--- config.mk ---
export PLATFORM = sky130hd
export DESIGN_NAME = soss_top
export DESIGN_NICKNAME = d
export VERILOG_FILES = /design/src/inc/soss_pkg.sv /design/src/hdl/soss_pow2_div.sv /design/src/hdl/soss_pll_x4.sv /design/src/hdl/soss_top.sv
export SDC_FILE = /design/constraint.sdc
export NUM_CORES = 1
export LEC_CHECK = 0
export ABC_AREA = 1
export BUFFER_PORTS_ARGS = -buffer_cell sky130_fd_sc_hd__clkbuf_2
export CORE_MARGIN = 3
export CORE_UTILIZATION = 45
export CTS_CLUSTER_DIAMETER = 120
export DETAILED_ROUTE_END_ITERATION = 6
export GPL_TIMING_DRIVEN = 0
export HOLD_SLACK_MARGIN = 0.12
export PLACE_DENSITY = 0.74
export SLEW_MARGIN = 20
export SYNTH_ARGS = -nofsm -noshare
export SYNTH_HDL_FRONTEND = slang
export SYNTH_SLANG_ARGS = --single-unit
--- constraint.sdc ---
create_clock -name clock -period 3.5 [get_ports clock]
set_input_delay 0.35 -clock clock [delete_from_list [all_inputs] [get_ports clock]]
set_output_delay 0.35 -clock clock [all_outputs]
set_load 0.01 [all_outputs]
--- src/inc/soss_pkg.sv ---
// constants, codes and helpers shared by the oscillator select and switch block
// assumes one 250 MHz system clock; all figures below are in that clock's terms
package soss_pkg;
	// ----------------------------------------
	// timing
	// ----------------------------------------
	localparam int CLK_PERIOD_NS   = 4;
	localparam int PLL_START_NS    = 2000;
	localparam int FAIL_TIMEOUT_NS = 4000;
	localparam int CNT_W           = 10;
	// least time rounds up, longest time rounds down
	localparam logic [CNT_W-1:0] PLL_START_CYC = CNT_W'((PLL_START_NS + CLK_PERIOD_NS - 1) / CLK_PERIOD_NS);
	localparam logic [CNT_W-1:0] FAIL_CYC      = CNT_W'(FAIL_TIMEOUT_NS / CLK_PERIOD_NS);
	localparam logic [2:0]       SWITCH_EDGES  = 3'h4;

	// ----------------------------------------
	// register map and fields
	// ----------------------------------------
	localparam logic [11:0] ADDR_OSC_CTRL = 12'h000;
	localparam logic [11:0] ADDR_CLK_DIV  = 12'h004;
	localparam logic [11:0] ADDR_TUNE     = 12'h008;
	localparam int CUR_LSB      = 12;
	localparam int NEW_LSB      = 8;
	localparam int SEL_LOCK_BIT = 7;
	localparam int PLL_LOCK_BIT = 5;
	localparam int FAIL_BIT     = 3;
	localparam int SEC_EN_BIT   = 1;
	localparam int SW_REQ_BIT   = 0;
	localparam int DOZE_LSB     = 12;
	localparam int DOZE_EN_BIT  = 11;
	localparam int FRC_DIV_LSB  = 8;
	localparam int TUNE_W       = 6;
	localparam logic [15:0] CLOCK_DIVIDER_REG_MASK = 16'h7F00;
	localparam logic [15:0] CLOCK_DIVIDER_REG_RST  = 16'h0100;
	localparam logic [5:0]  TUNE_RST    = 6'h00;

	// ----------------------------------------
	// configuration word fields
	// ----------------------------------------
	localparam int CFG_PRI_LSB  = 0;
	localparam int CFG_SWM_LSB  = 6;
	localparam int CFG_INIT_LSB = 8;

	// ----------------------------------------
	// source codes, primary modes, activity index
	// ----------------------------------------
	localparam logic [2:0] SRC_FRC     = 3'h0;
	localparam logic [2:0] SRC_FRC_PLL = 3'h1;
	localparam logic [2:0] SRC_PRI     = 3'h2;
	localparam logic [2:0] SRC_PRI_PLL = 3'h3;
	localparam logic [2:0] SRC_SEC     = 3'h4;
	localparam logic [2:0] SRC_LOW_POWER_INTERNAL_RC    = 3'h5;
	localparam logic [2:0] SRC_RSVD    = 3'h6;
	localparam logic [2:0] SRC_FRC_DIV = 3'h7;
	localparam logic [1:0] PRI_EC      = 2'h0;
	localparam logic [1:0] PRI_XT      = 2'h1;
	localparam logic [1:0] PRI_HS      = 2'h2;
	localparam logic [1:0] IDX_PRI     = 2'h0;
	localparam logic [1:0] IDX_SEC     = 2'h1;
	localparam logic [1:0] IDX_FRC     = 2'h2;
	localparam logic [1:0] IDX_LOW_POWER_INTERNAL_RC    = 2'h3;

	typedef enum logic [1:0] {ST_BOOT, ST_IDLE, ST_WAIT} soss_state_e;

	// which oscillator feeds a given source code
	function automatic logic [1:0] src_index(input logic [2:0] code);
		case (code)
			SRC_PRI, SRC_PRI_PLL: return IDX_PRI;
			SRC_SEC:              return IDX_SEC;
			SRC_LOW_POWER_INTERNAL_RC:             return IDX_LOW_POWER_INTERNAL_RC;
			default:              return IDX_FRC;
		endcase
	endfunction

	// only primary and fast rc may pass through the multiplier
	function automatic logic src_uses_pll(input logic [2:0] code);
		return (code == SRC_PRI_PLL) || (code == SRC_FRC_PLL);
	endfunction

	function automatic logic src_is_primary(input logic [2:0] code);
		return (code == SRC_PRI) || (code == SRC_PRI_PLL);
	endfunction
endpackage

--- src/hdl/soss_pow2_div.sv ---
// power-of-two divider of an enable pulse stream
// assumes tick_in is a one-cycle pulse on clock; ratio 0 passes pulses through
`timescale 1ns/1ps
module soss_pow2_div (
	// clock and reset
	input  wire logic       clock,
	input  wire logic       rst,
	// pulse stream
	input  wire logic       tick_in,
	input  wire logic [2:0] ratio,
	output wire logic       tick_out
);
	typedef struct packed {
		logic [6:0] cnt;
		logic       tick;
	} soss_div_s;

	soss_div_s s_reg;
	soss_div_s s_next;
	logic [6:0] mask;

	// count input pulses, emit one per 2^ratio of them
	always_comb begin
		s_next = s_reg;
		mask = 7'((8'h01 << ratio) - 8'h01);
		s_next.tick = 1'b0;
		if (tick_in) begin
			if (s_reg.cnt >= mask) begin
				s_next.cnt = 7'h00;
				s_next.tick = 1'b1;
			end else begin
				s_next.cnt = s_reg.cnt + 7'h01;
			end
		end
	end

	always_ff @(posedge clock) begin
		if (rst) begin
			s_reg <= '0;
		end else begin
			s_reg <= s_next;
		end
	end

	assign tick_out = s_reg.tick;
endmodule // soss_pow2_div

--- src/hdl/soss_pll_x4.sv ---
// times-four pulse multiplier with start-up lock timer
// assumes reference pulses are at least four clock cycles apart when enabled
`timescale 1ns/1ps
module soss_pll_x4 (
	// clock and reset
	input  wire logic clock,
	input  wire logic rst,
	// control and pulses
	input  wire logic enable,
	input  wire logic tick_in,
	output wire logic tick_out,
	output wire logic locked
);
	localparam int W = soss_pkg::CNT_W;

	typedef struct packed {
		logic [W-1:0] per;
		logic [W-1:0] since;
		logic [W-1:0] ph;
		logic [1:0]   extra;
		logic [W-1:0] lock_cnt;
		logic         locked;
		logic         tick;
	} soss_pll_s;

	soss_pll_s s_reg;
	soss_pll_s s_next;
	logic [W-1:0] quarter;

	// measure the reference period, then insert three evenly spaced pulses
	always_comb begin
		s_next = s_reg;
		quarter = {2'b00, s_reg.per[W-1:2]};
		s_next.tick = 1'b0;
		if (!enable) begin
			s_next = '0;
			s_next.tick = tick_in;
		end else begin
			if (s_reg.lock_cnt < soss_pkg::PLL_START_CYC) begin
				s_next.lock_cnt = s_reg.lock_cnt + 1'b1;
			end else begin
				s_next.locked = 1'b1;
			end
			if (tick_in) begin
				s_next.per = s_reg.since + 1'b1;
				s_next.since = '0;
				s_next.ph = '0;
				s_next.extra = 2'h0;
				s_next.tick = 1'b1;
			end else begin
				if (s_reg.since != '1) begin
					s_next.since = s_reg.since + 1'b1;
				end
				s_next.ph = s_reg.ph + 1'b1;
				// limitation: a reference slower than the counter span stops the extras
				if (quarter != '0 && s_next.ph == quarter && s_reg.extra != 2'h3) begin
					s_next.tick = 1'b1;
					s_next.ph = '0;
					s_next.extra = s_reg.extra + 2'h1;
				end
			end
		end
	end

	always_ff @(posedge clock) begin
		if (rst) begin
			s_reg <= '0;
		end else begin
			s_reg <= s_next;
		end
	end

	assign tick_out = s_reg.tick;
	assign locked = s_reg.locked;
endmodule // soss_pll_x4

--- src/hdl/soss_top.sv ---
// oscillator select and clock switch unit with apb register slave
// assumes oscillator activity arrives as asynchronous levels and the
// configuration word is stable from reset onward
`timescale 1ns/1ps
module soss_top (
	// clock and reset
	input  wire logic        clock,
	input  wire logic        rst,
	// apb slave
	input  wire logic        psel,
	input  wire logic        penable,
	input  wire logic        pwrite,
	input  wire logic [11:0] paddr,
	input  wire logic [31:0] pwdata,
	output wire logic [31:0] prdata,
	output wire logic        pready,
	output wire logic        pslverr,
	// non-volatile configuration
	input  wire logic [15:0] config_word,
	input  wire logic        out_pin_function_cfg,
	// oscillator activity
	input  wire logic        primary_pin_in,
	input  wire logic        secondary_pin_in,
	input  wire logic        fast_rc_osc,
	input  wire logic        low_power_rc_osc,
	// oscillator controls
	output wire logic        primary_osc_enable,
	output wire logic [1:0]  primary_mode_cfg,
	output wire logic        secondary_osc_enable,
	output wire logic [5:0]  fast_rc_trim,
	output wire logic [2:0]  current_source,
	output wire logic        clock_fail,
	// clock enables
	output wire logic        oscillator_clock_en,
	output wire logic        instruction_clock_en,
	output wire logic        cpu_clock_en,
	// primary output pin
	output wire logic        primary_pin_out_o,
	output wire logic        primary_pin_out_oe
);
	// ----------------------------------------
	// state
	// ----------------------------------------
	typedef struct packed {
		soss_pkg::soss_state_e    st;
		logic [3:0]               s1;
		logic [3:0]               s2;
		logic [3:0]               s3;
		logic [2:0]               cur;
		logic [2:0]               nsrc;
		logic                     sw_req;
		logic                     cf;
		logic                     secondary_oscillator_en;
		logic                     sel_lock;
		logic [15:0]              clock_divider_reg;
		logic [5:0]               tune;
		logic [2:0]               sw_edges;
		logic [soss_pkg::CNT_W-1:0] sw_wait;
		logic [soss_pkg::CNT_W-1:0] fail_cnt;
		logic                     osc_tick;
		logic                     instr_tick;
		logic                     instr_ph;
		logic [15:0]              rdata;
	} soss_top_s;

	soss_top_s  s_reg;
	soss_top_s  s_next;
	logic [3:0] edges;
	logic [1:0] swm;
	logic [2:0] init_src;
	logic       failsafe_clock_monitor_on;
	logic       sw_allowed;
	logic       frc_div_tick;
	logic       pre_pll;
	logic       pll_en;
	logic       pll_tick;
	logic       pll_locked;
	logic       tgt_edge;
	logic       sw_complete;
	logic       fail;
	logic       acc;
	logic       wr_ctrl;
	logic       hit;
	logic [15:0] ctrl_img;

	// ----------------------------------------
	// configuration and source activity
	// ----------------------------------------
	// activity edges read the second and third stages only
	assign edges = s_reg.s2 & ~s_reg.s3;
	assign swm = config_word[soss_pkg::CFG_SWM_LSB +: 2];
	assign init_src = config_word[soss_pkg::CFG_INIT_LSB +: 3];
	assign failsafe_clock_monitor_on = (swm == 2'b00) && (s_reg.st != soss_pkg::ST_BOOT);
	// a locked selection only binds while the monitor is active
	assign sw_allowed = !swm[1] && !(s_reg.sel_lock && swm == 2'b00);

	// fast rc postscaler ahead of the source mux
	soss_pow2_div u_frc_div (
		.clock    (clock),
		.rst      (rst),
		.tick_in  (edges[soss_pkg::IDX_FRC]),
		.ratio    (s_reg.clock_divider_reg[soss_pkg::FRC_DIV_LSB +: 3]),
		.tick_out (frc_div_tick)
	);

	// source mux: exactly one oscillator feeds the clock
	assign pre_pll = (s_reg.cur == soss_pkg::SRC_FRC_DIV) ? frc_div_tick
		: edges[soss_pkg::src_index(s_reg.cur)];
	assign pll_en = soss_pkg::src_uses_pll(s_reg.cur) && (s_reg.st != soss_pkg::ST_BOOT);

	soss_pll_x4 u_pll (
		.clock    (clock),
		.rst      (rst),
		.enable   (pll_en),
		.tick_in  (pre_pll),
		.tick_out (pll_tick),
		.locked   (pll_locked)
	);

	// doze postscaler on the processor clock
	soss_pow2_div u_doze (
		.clock    (clock),
		.rst      (rst),
		.tick_in  (s_reg.osc_tick),
		.ratio    (s_reg.clock_divider_reg[soss_pkg::DOZE_EN_BIT] ? s_reg.clock_divider_reg[soss_pkg::DOZE_LSB +: 3] : 3'h0),
		.tick_out (cpu_clock_en)
	);

	// switch target activity and completion
	assign tgt_edge = edges[soss_pkg::src_index(s_reg.nsrc)];
	assign sw_complete = tgt_edge && (s_reg.sw_edges == soss_pkg::SWITCH_EDGES - 3'h1);
	// monitor trips when the running source stays silent too long
	assign fail = failsafe_clock_monitor_on && !pre_pll && (s_reg.fail_cnt == soss_pkg::FAIL_CYC - 1'b1);

	// ----------------------------------------
	// apb decode
	// ----------------------------------------
	assign acc = psel && penable;
	always_comb begin
		if (paddr == soss_pkg::ADDR_OSC_CTRL) begin
			hit = 1'b1;
		end else if (paddr == soss_pkg::ADDR_CLK_DIV) begin
			hit = 1'b1;
		end else if (paddr == soss_pkg::ADDR_TUNE) begin
			hit = 1'b1;
		end else begin
			hit = 1'b0;
		end
	end
	assign wr_ctrl = acc && pwrite && (paddr == soss_pkg::ADDR_OSC_CTRL);

	// control register image; unused bits read as zero
	always_comb begin
		ctrl_img = 16'h0000;
		ctrl_img[soss_pkg::CUR_LSB +: 3] = s_reg.cur;
		ctrl_img[soss_pkg::NEW_LSB +: 3] = s_reg.nsrc;
		ctrl_img[soss_pkg::SEL_LOCK_BIT] = s_reg.sel_lock;
		ctrl_img[soss_pkg::PLL_LOCK_BIT] = pll_locked;
		ctrl_img[soss_pkg::FAIL_BIT] = s_reg.cf;
		ctrl_img[soss_pkg::SEC_EN_BIT] = s_reg.secondary_oscillator_en;
		ctrl_img[soss_pkg::SW_REQ_BIT] = s_reg.sw_req;
	end

	// ----------------------------------------
	// next state
	// ----------------------------------------
	always_comb begin
		s_next = s_reg;
		// two-stage sync; the secondary is held quiet while disabled
		s_next.s1 = {low_power_rc_osc, fast_rc_osc, secondary_pin_in, primary_pin_in};
		s_next.s2 = s_reg.s1;
		s_next.s3 = s_reg.s2;
		if (!s_reg.secondary_oscillator_en) begin
			s_next.s2[soss_pkg::IDX_SEC] = 1'b0;
		end

		// clock enables, instruction clock on every second oscillator pulse
		s_next.osc_tick = pll_tick;
		s_next.instr_ph = s_reg.instr_ph ^ pll_tick;
		s_next.instr_tick = pll_tick && s_reg.instr_ph;

		// monitor counter restarts on each active-source pulse
		if (pre_pll || !failsafe_clock_monitor_on || fail) begin
			s_next.fail_cnt = '0;
		end else begin
			s_next.fail_cnt = s_reg.fail_cnt + 1'b1;
		end

		// switch sequencer
		case (s_reg.st)
			soss_pkg::ST_BOOT: begin
				// reserved power-on code falls back to divided fast rc
				if (init_src == soss_pkg::SRC_RSVD) begin
					s_next.cur = soss_pkg::SRC_FRC_DIV;
				end else begin
					s_next.cur = init_src;
				end
				s_next.nsrc = s_next.cur;
				s_next.st = soss_pkg::ST_IDLE;
			end
			soss_pkg::ST_IDLE: begin
				if (s_reg.sw_req) begin
					if (!sw_allowed || s_reg.nsrc == soss_pkg::SRC_RSVD || s_reg.nsrc == s_reg.cur) begin
						s_next.sw_req = 1'b0;
					end else begin
						s_next.st = soss_pkg::ST_WAIT;
						s_next.sw_edges = 3'h0;
						s_next.sw_wait = '0;
					end
				end
			end
			soss_pkg::ST_WAIT: begin
				// keep the old clock until the target has proven itself
				if (sw_complete) begin
					s_next.cur = s_reg.nsrc;
					s_next.sw_req = 1'b0;
					s_next.st = soss_pkg::ST_IDLE;
				end else if (s_reg.sw_wait == soss_pkg::FAIL_CYC - 1'b1) begin
					s_next.sw_req = 1'b0;
					s_next.st = soss_pkg::ST_IDLE;
				end else begin
					s_next.sw_wait = s_reg.sw_wait + 1'b1;
					if (tgt_edge) begin
						s_next.sw_edges = s_reg.sw_edges + 3'h1;
					end
				end
			end
			default: begin
				s_next.st = soss_pkg::ST_IDLE;
			end
		endcase

		// clock loss forces the fast rc and aborts a pending switch
		if (fail) begin
			s_next.cur = soss_pkg::SRC_FRC;
			s_next.sw_req = 1'b0;
			s_next.st = soss_pkg::ST_IDLE;
		end

		// register writes take effect in the access phase
		if (acc && pwrite) begin
			if (paddr == soss_pkg::ADDR_OSC_CTRL) begin
				// the target is frozen while a switch is in flight
				if (s_reg.st != soss_pkg::ST_WAIT) begin
					s_next.nsrc = pwdata[soss_pkg::NEW_LSB +: 3];
				end
				s_next.secondary_oscillator_en = pwdata[soss_pkg::SEC_EN_BIT];
				if (pwdata[soss_pkg::SW_REQ_BIT]) begin
					s_next.sw_req = 1'b1;
				end
				if (pwdata[soss_pkg::SEL_LOCK_BIT]) begin
					s_next.sel_lock = 1'b1;
				end
				if (!pwdata[soss_pkg::FAIL_BIT]) begin
					s_next.cf = 1'b0;
				end
			end else if (paddr == soss_pkg::ADDR_CLK_DIV) begin
				s_next.clock_divider_reg = pwdata[15:0] & soss_pkg::CLOCK_DIVIDER_REG_MASK;
			end else if (paddr == soss_pkg::ADDR_TUNE) begin
				s_next.tune = pwdata[soss_pkg::TUNE_W-1:0];
			end
		end

		// a failure in the clearing cycle still sets the flag
		if (fail) begin
			s_next.cf = 1'b1;
		end

		// read data is captured in the setup phase
		if (psel && !penable) begin
			if (paddr == soss_pkg::ADDR_OSC_CTRL) begin
				s_next.rdata = ctrl_img;
			end else if (paddr == soss_pkg::ADDR_CLK_DIV) begin
				s_next.rdata = s_reg.clock_divider_reg;
			end else if (paddr == soss_pkg::ADDR_TUNE) begin
				s_next.rdata = {10'h000, s_reg.tune};
			end else begin
				s_next.rdata = 16'h0000;
			end
		end
	end

	always_ff @(posedge clock) begin
		if (rst) begin
			s_reg <= '0;
			s_reg.st <= soss_pkg::ST_BOOT;
			s_reg.cur <= soss_pkg::SRC_FRC_DIV;
			s_reg.nsrc <= soss_pkg::SRC_FRC_DIV;
			s_reg.clock_divider_reg <= soss_pkg::CLOCK_DIVIDER_REG_RST;
			s_reg.tune <= soss_pkg::TUNE_RST;
		end else begin
			s_reg <= s_next;
		end
	end

	// ----------------------------------------
	// outputs
	// ----------------------------------------
	assign pready = acc;
	assign pslverr = acc && !hit;
	assign prdata = {16'h0000, s_reg.rdata};
	assign primary_mode_cfg = config_word[soss_pkg::CFG_PRI_LSB +: 2];
	// the primary runs while it is selected or is being switched to
	assign primary_osc_enable = soss_pkg::src_is_primary(s_reg.cur)
		|| (s_reg.st == soss_pkg::ST_WAIT && soss_pkg::src_is_primary(s_reg.nsrc));
	assign secondary_osc_enable = s_reg.secondary_oscillator_en;
	assign fast_rc_trim = s_reg.tune;
	assign current_source = s_reg.cur;
	assign clock_fail = s_reg.cf;
	assign oscillator_clock_en = s_reg.osc_tick;
	assign instruction_clock_en = s_reg.instr_tick;
	assign primary_pin_out_o = s_reg.instr_ph;
	// crystal modes own the pin; external clock or non-primary may output the clock
	assign primary_pin_out_oe = soss_pkg::src_is_primary(s_reg.cur)
		? (primary_mode_cfg == soss_pkg::PRI_EC)
		: out_pin_function_cfg;
endmodule // soss_top

* After elaboration in Yosys (flattened, before gate mapping)
Cells that the tools add are included.
** Storage, ports and cells
- Bits in registers :: 139
- Bits in latches :: 0
- Bits in writable memories :: 0
- ROM bits :: 0
- Input bits :: 70
- Word-level logic and storage cells :: 210
- Memories :: 0
** Operators by class
- $add $sub $neg :: 11
- Multiply operators :: 0
- Div/mod/pow operators :: 0
- Magnitude comparators :: 5
- Equality and inequality tests :: 35
- Shift operators :: 2
- Muxes and demuxes :: 56
- Bitwise gates (word level) :: 9
- Reduce and logical (&&, ||, !) cells :: 60
** Operator list (number)
- $mux 13 :: 4
- $add 10x1->10 const B :: 5
- $mux 15 :: 3
- $mux 29 :: 1
- $pmux 13 s2 :: 1
- $mux 1 :: 22
- $eq 3x3->1 const B :: 7
- $mux 21 :: 1
- $mux 3 :: 7
- $mux 7 :: 3
- $eq 10x10->1 const B :: 2
- $mux 6 :: 3
- $reduce_or 2->1 :: 8
- $eq 3x2->1 const B :: 5
- $logic_and 1x1->1 :: 15
- $reduce_and 3->1 :: 5
- $add 7x1->7 const B :: 2
- $ge 7x7->1 :: 2
- $ne 2x2->1 const B :: 7
- $shl 1x3->7 const A :: 2
- $sub 7x1->7 const B :: 2
- $eq 12x3->1 const B :: 1
- $eq 12x4->1 const B :: 1
- $logic_not 12->1 :: 1
- 35 further kinds :: 68

* Logic depth before layout (Yosys ltp)
Gate-level depths: netlist (run 1).
- Word-level depth :: 15
- Depth in mapped cells :: 13

* By module
A second synthesis (run 1) with hierarchy kept.
** Unflattened totals
- Cell total of the unflattened synthesis :: 1029
- Area total of the unflattened synthesis :: 7458.4 sq um
** By module, submodules not included
- soss_top :: times used 1, cells an instance 600, area an instance 4215.3 sq um
- soss_pll_x4 :: times used 1, cells an instance 281, area an instance 2077.0 sq um
- soss_pow2_div :: times used 2, cells an instance 74, area an instance 583.1 sq um

* Worst setup path before layout (run 1)
Ideal clock, no wire load.
- Path kind :: flip-flop to flip-flop
- Start point :: register s_reg[59] (netlist bit)
- End point :: register u_doze.s_reg[1] (netlist bit)
- Library setup time :: 78 ps
- Arrival :: 1919 ps
- Required time :: 3422 ps
- Path slack :: 1503 ps
- Cell stages (with the launch flop) :: 13
- Cells stage by stage :: dfxtp_1 > nand2_1 > nand3_1 > ha_1 > xor2_1 > ha_1 > a21oi_1 > o21ai_0 > nand4_1 > o2111ai_1 > nand2_1 > nand2_1 > nor3_1
** Between the ends
- Cells in the longest elaborated chain, start to end :: 5
** Ends and longest elaborated chain
- from (decl) :: RTL line soss_top.sv:66 : soss_top_s s_reg;
- from (signal assigned) :: RTL line soss_top.sv:292 : s_reg <= s_next;
- $mux 3 :: RTL line soss_top.sv:125 : .ratio (s_reg.clock_divider_reg[soss_pkg::DOZE_EN_BIT] ? s_reg.clock_divider_reg[soss_pkg::DOZE_LSB +: 3] : 3' ...
- $shl 1x3->7 :: RTL line soss_pow2_div.sv:25 : mask = 7'((8'h01 << ratio) - 8'h01);
- $sub 7x1->7 :: RTL line soss_pow2_div.sv:25
- $ge 7x7->1 :: RTL line soss_pow2_div.sv:28 : if (s_reg.cnt >= mask) begin
- $mux 7 :: RTL line soss_pow2_div.sv:28
- to (signal assigned) :: RTL line soss_pow2_div.sv:41 : s_reg <= s_next;
- to (decl) :: RTL line soss_pow2_div.sv:18 : soss_div_s s_reg;
Every way passes these cells.
A chain may end at the register's enable or synchronous reset.

* Worst setup path in the final report (run 1)
Same ends and word-level chain as after synthesis.

==> reports/qor.yml, run 1 <==
critical_path:
  cp_max_fo: 7
  rrSetupSlack_ns: 1.18
  worst-endpoint-required_ns: 3.83
  slowest_delay_ns: 0.43
  ff2ff_path_depth: 13
  crit_type: "reg2reg"
  path_cells: "nand2_1 > nand3_1 > ha_1 > xor2_1 > nand2_1 > ha_1 > nand2_1 > inv_1 > nand4_1 > o2111ai_1 > nand2_1 > nand2_1 > nor3_1"
  critical-path-top-delay-family: "simple AND/OR/NAND/NOR gates"
  arrival_ns: 2.66
  r2r-end: "u_doze.s_reg[1]$_SDFFE_PP0P_"
  worstSetupStartpointType: "flip-flop"
  crit_slowest_cell: "dfxtp_1"
  r2r_start: "s_reg[59]$_SDFFE_PP0P_"
  crit_buf_inv: 1
  cpMostUsedCell: "nand2_1"
  cp-end-kind: "flip-flop"
  path_depth: 13
cells_and_area:
  fin_nets: 1154
  syn2layout_area_growth_pct: 18.5
  largest_reg_flops: 37
  diodes: 0
  nFillCells: 1382
  final_layout_size_suffix_gt1_share_pct: 17.4
routing:
  postRouteAntennaNets: 0
  drc_errors: 7
  drt_wl_total_um: 15800
  vias: 6170
  dr.first_iter.drc_count: 387
  wl_per_cell_um: 12.6
  drtPass1Iterations: 7
  via_per_inst: 4.93
run_status:
  violations: "design-rule violations"
  status: "finished, violations left"
power:
  power_frac_seq_pct: 38.4
  p_sw_mw: 1.27
  p_leak_nw: 3.64
  power.clock.fraction_pct: 41.5
  pwr_density_cell_nw_per_um2: 533
  vdd_drop_max_mv: 0.461
  combinationalPowerShare_pct: 20.1
  swShare_pct: 29.1
  intPower_mw: 3.09
  finalPower_mw: 4.36
synthesis:
  synthCells: 943
  yosys.area_share.simple_pct: 27.1
  synth_common_cells: "nand2_1 (164), dfxtp_1 (135), inv_1 (118), nor2_1 (112), nand3_1 (63)"
  synth_compound_area_share_pct: 10.8
  synth_top_family_by_area: "simple AND/OR/NAND/NOR gates"
  synth_xor_area_share_pct: 4.57
  avgSynthCellArea_um2: 7.32
  seq_area_frac_synth_pct: 39.1
  synth-edff-count: 0
  yosysMostFrequentCell: "nand2_1"
  yosys.area.top_type: "dfxtp_1"
  synth_ff_type: "dfxtp_1"
  synthAdderAreaFrac_pct: 5.25
  ys_ff_latch: 135
  synthesis.area_um2: 6910
  synth_warnings: 0
  synth_top_area_share_pct: 39.1
  synthMuxAreaShare_pct: 0.145
  async_flop_share_pct: 0
  yosys.cell_types.count: 44
  synth.area.top_cells: "dfxtp_1 (39%), nand2_1 (8.9%), inv_1 (6.4%), nor2_1 (6.1%), ha_1 (5.3%)"
sta:
  holdWs_ns: 0.154
  fin_crit_sh_pct: 66.4
  finalSetupViolations: 0
  fin_crit_ns: 2.32
  fin_setup_tns_ns: 0
  final-hold-violation-count: 0
  rsz0062_at_grt: "no"
  fmax_ghz: 0.430
  max-slew-margin-rel_pct: 53.0
  clock_skew_ns: 0.00553
  slew_viol_final: 0
  worst_pin_slew_ns: 0.705
place:
  dp_hpwl_um: 11700
  io_buffers: 76
  gp_congestion: 0.834
flow_run:
  maxCapViolCount: 0
min_path:
  hold_depth: 3
  min_from: "pwdata[5]"
  hp-class: "in2reg"
  hold_path_end: "fast_rc_trim[5]$_SDFFE_PP0P_"
die:
  num_rows: 44
  dieArea_um2: 16900
  coreArea_um2: 14800
  dieHeight_um: 130
  die_x_um: 130
  start_util_pct: 46.8
  ioPinCount: 123
clock_network:
  cts_tree: "done"
  cts_buffers: 17
  cts_root_buffer: "clkbuf_16"
  cts_sinks: 135
  ctsLongestPathBuffers: 2
  holdBufCountCts: 0
  clkSlewWorstSetupHoldPaths_ns: 0.06
  cts_htree_levels: 4
  post_cts_buffers: 0
  cts_resized: 0
  clkLatencyLatePin_ns: 0.41
grt:
  antenna_found_initial: 0
  grt_usage_pct: 19.0
  grt_max_degree: 17
  grt_pass1_wl_um: 26000
  grt_pass1_vias: 5601
  grt_overflow: 0
logic make-up (layout without fill, tap and decap cells):
logic type	Yosys count	count (layout)
and+or+nand+nor	418	418
buffers and inverters	189	297
adders and majority gates	29	29
DFF	135	135
xor gates and xnor gates	36	36
AOI/OAI and AO/OA	134	134
other	1	18
muxes	1	1
area by class of cell:
cell class	count	area, um2	share of cell area (%)
Clock inverter	9	123	1.50
Sequential cell	135	2700	33.0
Multi-Input combinational cell	636	3370	41.2
Buffer	66	435	5.32
Clock buffer	23	478	5.84
Timing Repair Buffer	76	380	4.65
Tap cell	184	230	2.81
Inverter	123	462	5.64
power by group through the flow:
stage | sequential [mW] | clock (mW) | combinational, mW
CTS | 1.68 | 1.83 | 0.868
floorplan | 1.69 | 0 | 0.629
detailed placement | 1.71 | 0 | 0.862
global route | 1.68 | 1.91 | 0.973
finish | 1.68 | 1.81 | 0.875
global placement | 1.71 | 0 | 0.855
worst max-delay path by stage:
stage	start	endpoint
floorplan	s_reg[59]$_SDFFE_PP0P_	u_doze.s_reg[1]$_SDFFE_PP0P_
finish	s_reg[59]$_SDFFE_PP0P_	u_doze.s_reg[1]$_SDFFE_PP0P_
global route	s_reg[59]$_SDFFE_PP0P_	u_doze.s_reg[1]$_SDFFE_PP0P_
global placement	s_reg[59]$_SDFFE_PP0P_	u_doze.s_reg[1]$_SDFFE_PP0P_
CTS	s_reg[59]$_SDFFE_PP0P_	u_doze.s_reg[1]$_SDFFE_PP0P_
detailed placement	s_reg[59]$_SDFFE_PP0P_	u_doze.s_reg[1]$_SDFFE_PP0P_
metrics by stage:
stage	setup slack [ns]	cells	util, %	area [um2]
floorplan	1.50	960	-	6970
detailed placement	1.19	1220	51.4	7580
finish	1.18	1252	55.5	8180
global route	0.846	1252	55.5	8180
global placement	1.22	1220	51.4	7580
CTS	1.16	1252	55.5	8180
cells in the final DEF, fill, tap and decap left out, types with 17 or more instances in the layout:
| cell | synthesis | routed |
|---|---|---|
| inv_1 | 118 | 118 |
| dfxtp_1 | 135 | 135 |
| buf_4 | 46 | 46 |
| nand4_1 | 33 | 33 |
| nand3_1 | 63 | 63 |
| conb_1 | 1 | 18 |
| clkbuf_2 | 0 | 76 |
| xor2_1 | 22 | 22 |
| a21oi_1 | 60 | 60 |
| nor2_1 | 112 | 112 |
| nand2_1 | 164 | 164 |
| o21ai_0 | 40 | 40 |
| ha_1 | 29 | 29 |
| clkbuf_16 | 0 | 17 |
worst register-to-register path, cell delays in order (launching register included):
cell	delay (ns)
dfxtp_1	0.43
nand2_1	0.14
nand3_1	0.14
ha_1	0.20
xor2_1	0.16
nand2_1	0.08
ha_1	0.31
nand2_1	0.10
inv_1	0.04
nand4_1	0.07
o2111ai_1	0.13
nand2_1	0.08
nand2_1	0.16
nor3_1	0.19
per-layer routing:
| layer | global-route usage, % | vias up | routed length (um) |
|---|---|---|---|
| met5 | 0 | - | 0 |
| met4 | 5.93 | 0 | 199 |
| met3 | 3.97 | 16 | 846 |
| met2 | 31.3 | 156 | 7270 |
| met1 | 25.1 | 2749 | 7450 |
| li1 | - | 3249 | - |
Note: power is estimated with default switching activity, not from simulation.
==> inputs of run 2 (changes only) <==
ABC_AREA = 0   (was 1)
PLACE_DENSITY = 0.76   (was 0.74)
clock period = 2.1 ns   (was 3.5 ns; I/O delays follow)
==> run 2 against run 1 <==
- the run ends with negative setup slack left
- register-to-register slack got worse by 1.4 ns
- combinational power shrank 48%
- flip-flop and latch count unchanged
- non-clock buffer count rose by 61
- cell count is 10% lower
- critical path depth down 2
- hold slack improved by 0.034 ns
- die area fell by 2.3%
- highest routed layer unchanged
==> reports/qor.yml, run 2 <==
grt:
  grt_max_degree: 17  # unchanged
  antenna_found_initial: 0  # unchanged
  grt_overflow: 0  # unchanged
  grt.busiest_layer: "met2"  # unchanged
  grt_use_met1_pct: 23.1  # was 25.1%
  grt_usage_pct: 19.4  # was 19.0%
  grtUsageMet3_pct: 4.77  # was 3.97%
  grt_pass1_vias: 5564  # was 5601
  grt_pass1_wl_um: 25900  # was 26000 um
  grtUsageMet2_pct: 33.4  # was 31.3%
run_status:
  violations: "negative setup slack"  # was design-rule violations
  status: "finished, violations left"  # unchanged
synthesis:
  synth_ff_type: "dfxtp_1"  # unchanged
  synth_warnings: 0  # unchanged
  synthesis.area_um2: 6740  # was 6910 um2
  synthCells: 762  # was 943
  seq_area_frac_synth_pct: 40.1  # was 39.1%
  yosysMostFrequentCell: "dfxtp_1"  # was nand2_1
  yosys.area.top_type: "dfxtp_1"  # unchanged
  synth_top_area_share_pct: 40.1  # was 39.1%
  yosys.cell_types.count: 68  # was 44
  synth-edff-count: 0  # unchanged
  synth_common_cells: "dfxtp_1 (135), nor2_1 (91), nand2_1 (51), buf_4 (45), a21oi_1 (34)"  # was nand2_1 (164), dfxtp_1 (135), inv_1 (118), nor2_1 (112), nand3_1 (63)
  avgSynthCellArea_um2: 8.84  # was 7.32 um2
  ys_ff_latch: 135  # unchanged
  synth.area.top_cells: "dfxtp_1 (40%), ha_1 (5.4%), nor2_1 (5.1%), buf_4 (5.0%), xnor2_1 (3.4%)"  # was dfxtp_1 (39%), nand2_1 (8.9%), inv_1 (6.4%), nor2_1 (6.1%), ha_1 (5.3%)
  async_flop_share_pct: 0  # unchanged
sta:
  fin_crit_sh_pct: 108  # was 66.4%
  fmax_ghz: 0.439  # was 0.430 GHz
  fin_setup_tns_ns: -1.51  # was 0 ns
  clock_skew_ns: 0.00750  # was 0.00553 ns
  finalSetupViolations: 22  # was 0
  finalWorstSetupSlack_ns: -0.176  # was 1.18 ns
  fin_crit_ns: 2.28  # was 2.32 ns
  rsz0062_at_grt: "yes"  # was no
  slew_viol_final: 0  # unchanged
  worst_pin_slew_ns: 0.992  # was 0.705 ns
  max-slew-margin-rel_pct: 33.2  # was 53.0%
  final-hold-violation-count: 0  # unchanged
die:
  die_x_um: 128  # was 130 um
  num_rows: 44  # unchanged
  coreArea_um2: 14600  # was 14800 um2
  start_util_pct: 46.2  # was 46.8%
  ioPinCount: 123  # unchanged
  dieArea_um2: 16500  # was 16900 um2
  dieHeight_um: 128  # was 130 um
clock_network:
  cts_root_buffer: "clkbuf_16"  # unchanged
  ctsLongestPathBuffers: 2  # unchanged
  clkSlewWorstSetupHoldPaths_ns: 0.06  # about the same
  clkLatencyLatePin_ns: 0.42  # was 0.41 ns
  cts_buffers: 17  # unchanged
  cts_sinks: 135  # unchanged
  cts_htree_levels: 4  # unchanged
  cts_tree: "done"  # unchanged
critical_path:
  worstSetupStartpointType: "flip-flop"  # unchanged
  cp_max_fo: 6  # was 7
  r2r-end: "u_doze.tick_out$_SDFF_PP0_"  # was u_doze.s_reg[1]$_SDFFE_PP0P_
  ff2ff_path_depth: 11  # was 13
  worst-endpoint-required_ns: 2.40  # was 3.83 ns
  setup.worst_path.end: "u_doze.tick_out$_SDFF_PP0_"  # was u_doze.s_reg[1]$_SDFFE_PP0P_
  crit_type: "reg2reg"  # unchanged
  cp-end-kind: "flip-flop"  # unchanged
  cp-startpoint: "s_reg[61]$_SDFFE_PP0P_"  # was s_reg[59]$_SDFFE_PP0P_
  r2r_start: "s_reg[61]$_SDFFE_PP0P_"  # was s_reg[59]$_SDFFE_PP0P_
  rrSetupSlack_ns: -0.18  # was 1.18 ns
  arrival_ns: 2.58  # was 2.66 ns
routing:
  dr.first_iter.drc_count: 386  # was 387
  drc_errors: 0  # was 7
  drt_wl_total_um: 17100  # was 15800 um
  postRouteAntennaNets: 0  # unchanged
  wl_per_cell_um: 15.2  # was 12.6 um
  drtPass1Iterations: 7  # unchanged
  vias: 6046  # was 6170
  via_per_inst: 5.39  # was 4.93
place:
  io_buffers: 77  # was 76
  dp_hpwl_um: 11000  # was 11700 um
  gp_congestion: 0.907  # was 0.834
flow_run:
  maxCapViolCount: 0  # unchanged
min_path:
  hp-class: "in2reg"  # unchanged
cells_and_area:
  layout_common_cells: "dfxtp_1 (119), nor2_1 (90), clkbuf_2 (79)"  # was nand2_1 (164), dfxtp_1 (135), inv_1 (118)
  layout_commonest_cell: "dfxtp_1"  # was nand2_1
  final_layout_size_suffix_gt1_share_pct: 31.1  # was 17.4%
  syn2layout_area_growth_pct: 33.8  # was 18.5%
  largest_reg_flops: 37  # unchanged
  fin_nets: 1024  # was 1154
  diodes: 0  # unchanged
power:
  p_leak_nw: 3.51  # was 3.64 nW
  pwr_density_cell_nw_per_um2: 705  # was 533 nW/um2
  vdd_drop_max_mv: 0.600  # was 0.461 mV
  finalPower_mw: 6.36  # was 4.36 mW
==> run 2: cell families (layout without fill, tap and decap cells) <==
logic type	count (synthesis)	after routing	share of synthesized area (%)
adders and majority gates	29	29	5.39
muxes	28	28	4.51
AOI/OAI and AO/OA	125	125	12.7
xor gates and xnor gates	51	51	6.63
and+or+nand+nor	297	297	22.5
DFF	135	135	40.1
other	1	18	0.0557
buffers and inverters	96	255	8.04
==> run 2: layout make-up <==
cell class	instances	area, um2
Timing Repair Buffer	135	900
Buffer	68	479
Clock inverter	12	199
Sequential cell	135	2740
Multi-Input combinational cell	548	3930
Tap cell	184	230
Fill cell	1160	5570
Inverter	20	75.1
Clock buffer	20	457
==> run 2: stage by stage <==
stage / util, % / area (um2) / setup WS [ns] / std cells / hold slack [ns]
after CTS: 58.7 / 8560 / -0.187 / 1104 / 0.165
final: 61.8 / 9010 / -0.176 / 1122 / 0.188
after global placement: 51.0 / 7440 / -0.259 / 1040 / 0.425
after detailed placement: 51.0 / 7440 / -0.317 / 1040 / 0.433
after global routing: 61.8 / 9010 / -0.236 / 1122 / 0.202
after floorplan: - / 6830 / -0.0461 / 779 / 0.328
==> run 2: routing by layer <==
metal	wire (um)	up-vias
met5	0	-
met4	433	0
met3	865	44
met2	8740	173
met1	7020	2874
li1	-	2955
==> run 2: worst min path at each step <==
stage               slack (ns)  cells past startpoint                     end                  start
finish                    0.19                      4  ctrl_img[9]$_SDFF_PP1_         config_word[9]
global route              0.20                      4  ctrl_img[9]$_SDFF_PP1_         config_word[9]
CTS                       0.16                      4  ctrl_img[9]$_SDFF_PP1_         config_word[9]
detailed placement        0.43                      2   s_next[78]$_SDFF_PP0_         primary_pin_in
global placement          0.42                      1   s_next[77]$_SDFF_PP0_  s_next[81]$_SDFF_PP0_
floorplan                 0.33                      1  ctrl_img[8]$_SDFF_PP1_              pwdata[8]
==> run 2: repair_timing <==
action / in CTS / in global routing
setup endpoints to repair: 62 / 60
endpoints found under the hold margin: 23 / 0
pin swaps: 26 / 32
gates cloned: 0 / 2
resized for setup: 51 / 64
setup buffers: 20 / 18
hold buffers: 18 / 0
==> run 2: power by group <==
| group | internal (mW) | switching (mW) |
|---|---|---|
| registers | 2.58 | 0.0279 |
| clock network | 2.16 | 1.13 |
| logic | 0.222 | 0.230 |
==> run 2: critical path, cell delays in order (launching register included) <==
cell and delay [ns]:
dfxtp_4 0.36, o31a_1 0.34, buf_4 0.16, ha_4 0.20, nand2b_4 0.13, a21o_1 0.18
a21oi_2 0.13, nor2b_1 0.06, o2111ai_1 0.22, a21boi_2 0.11, buf_6 0.14, nor2b_1 0.12
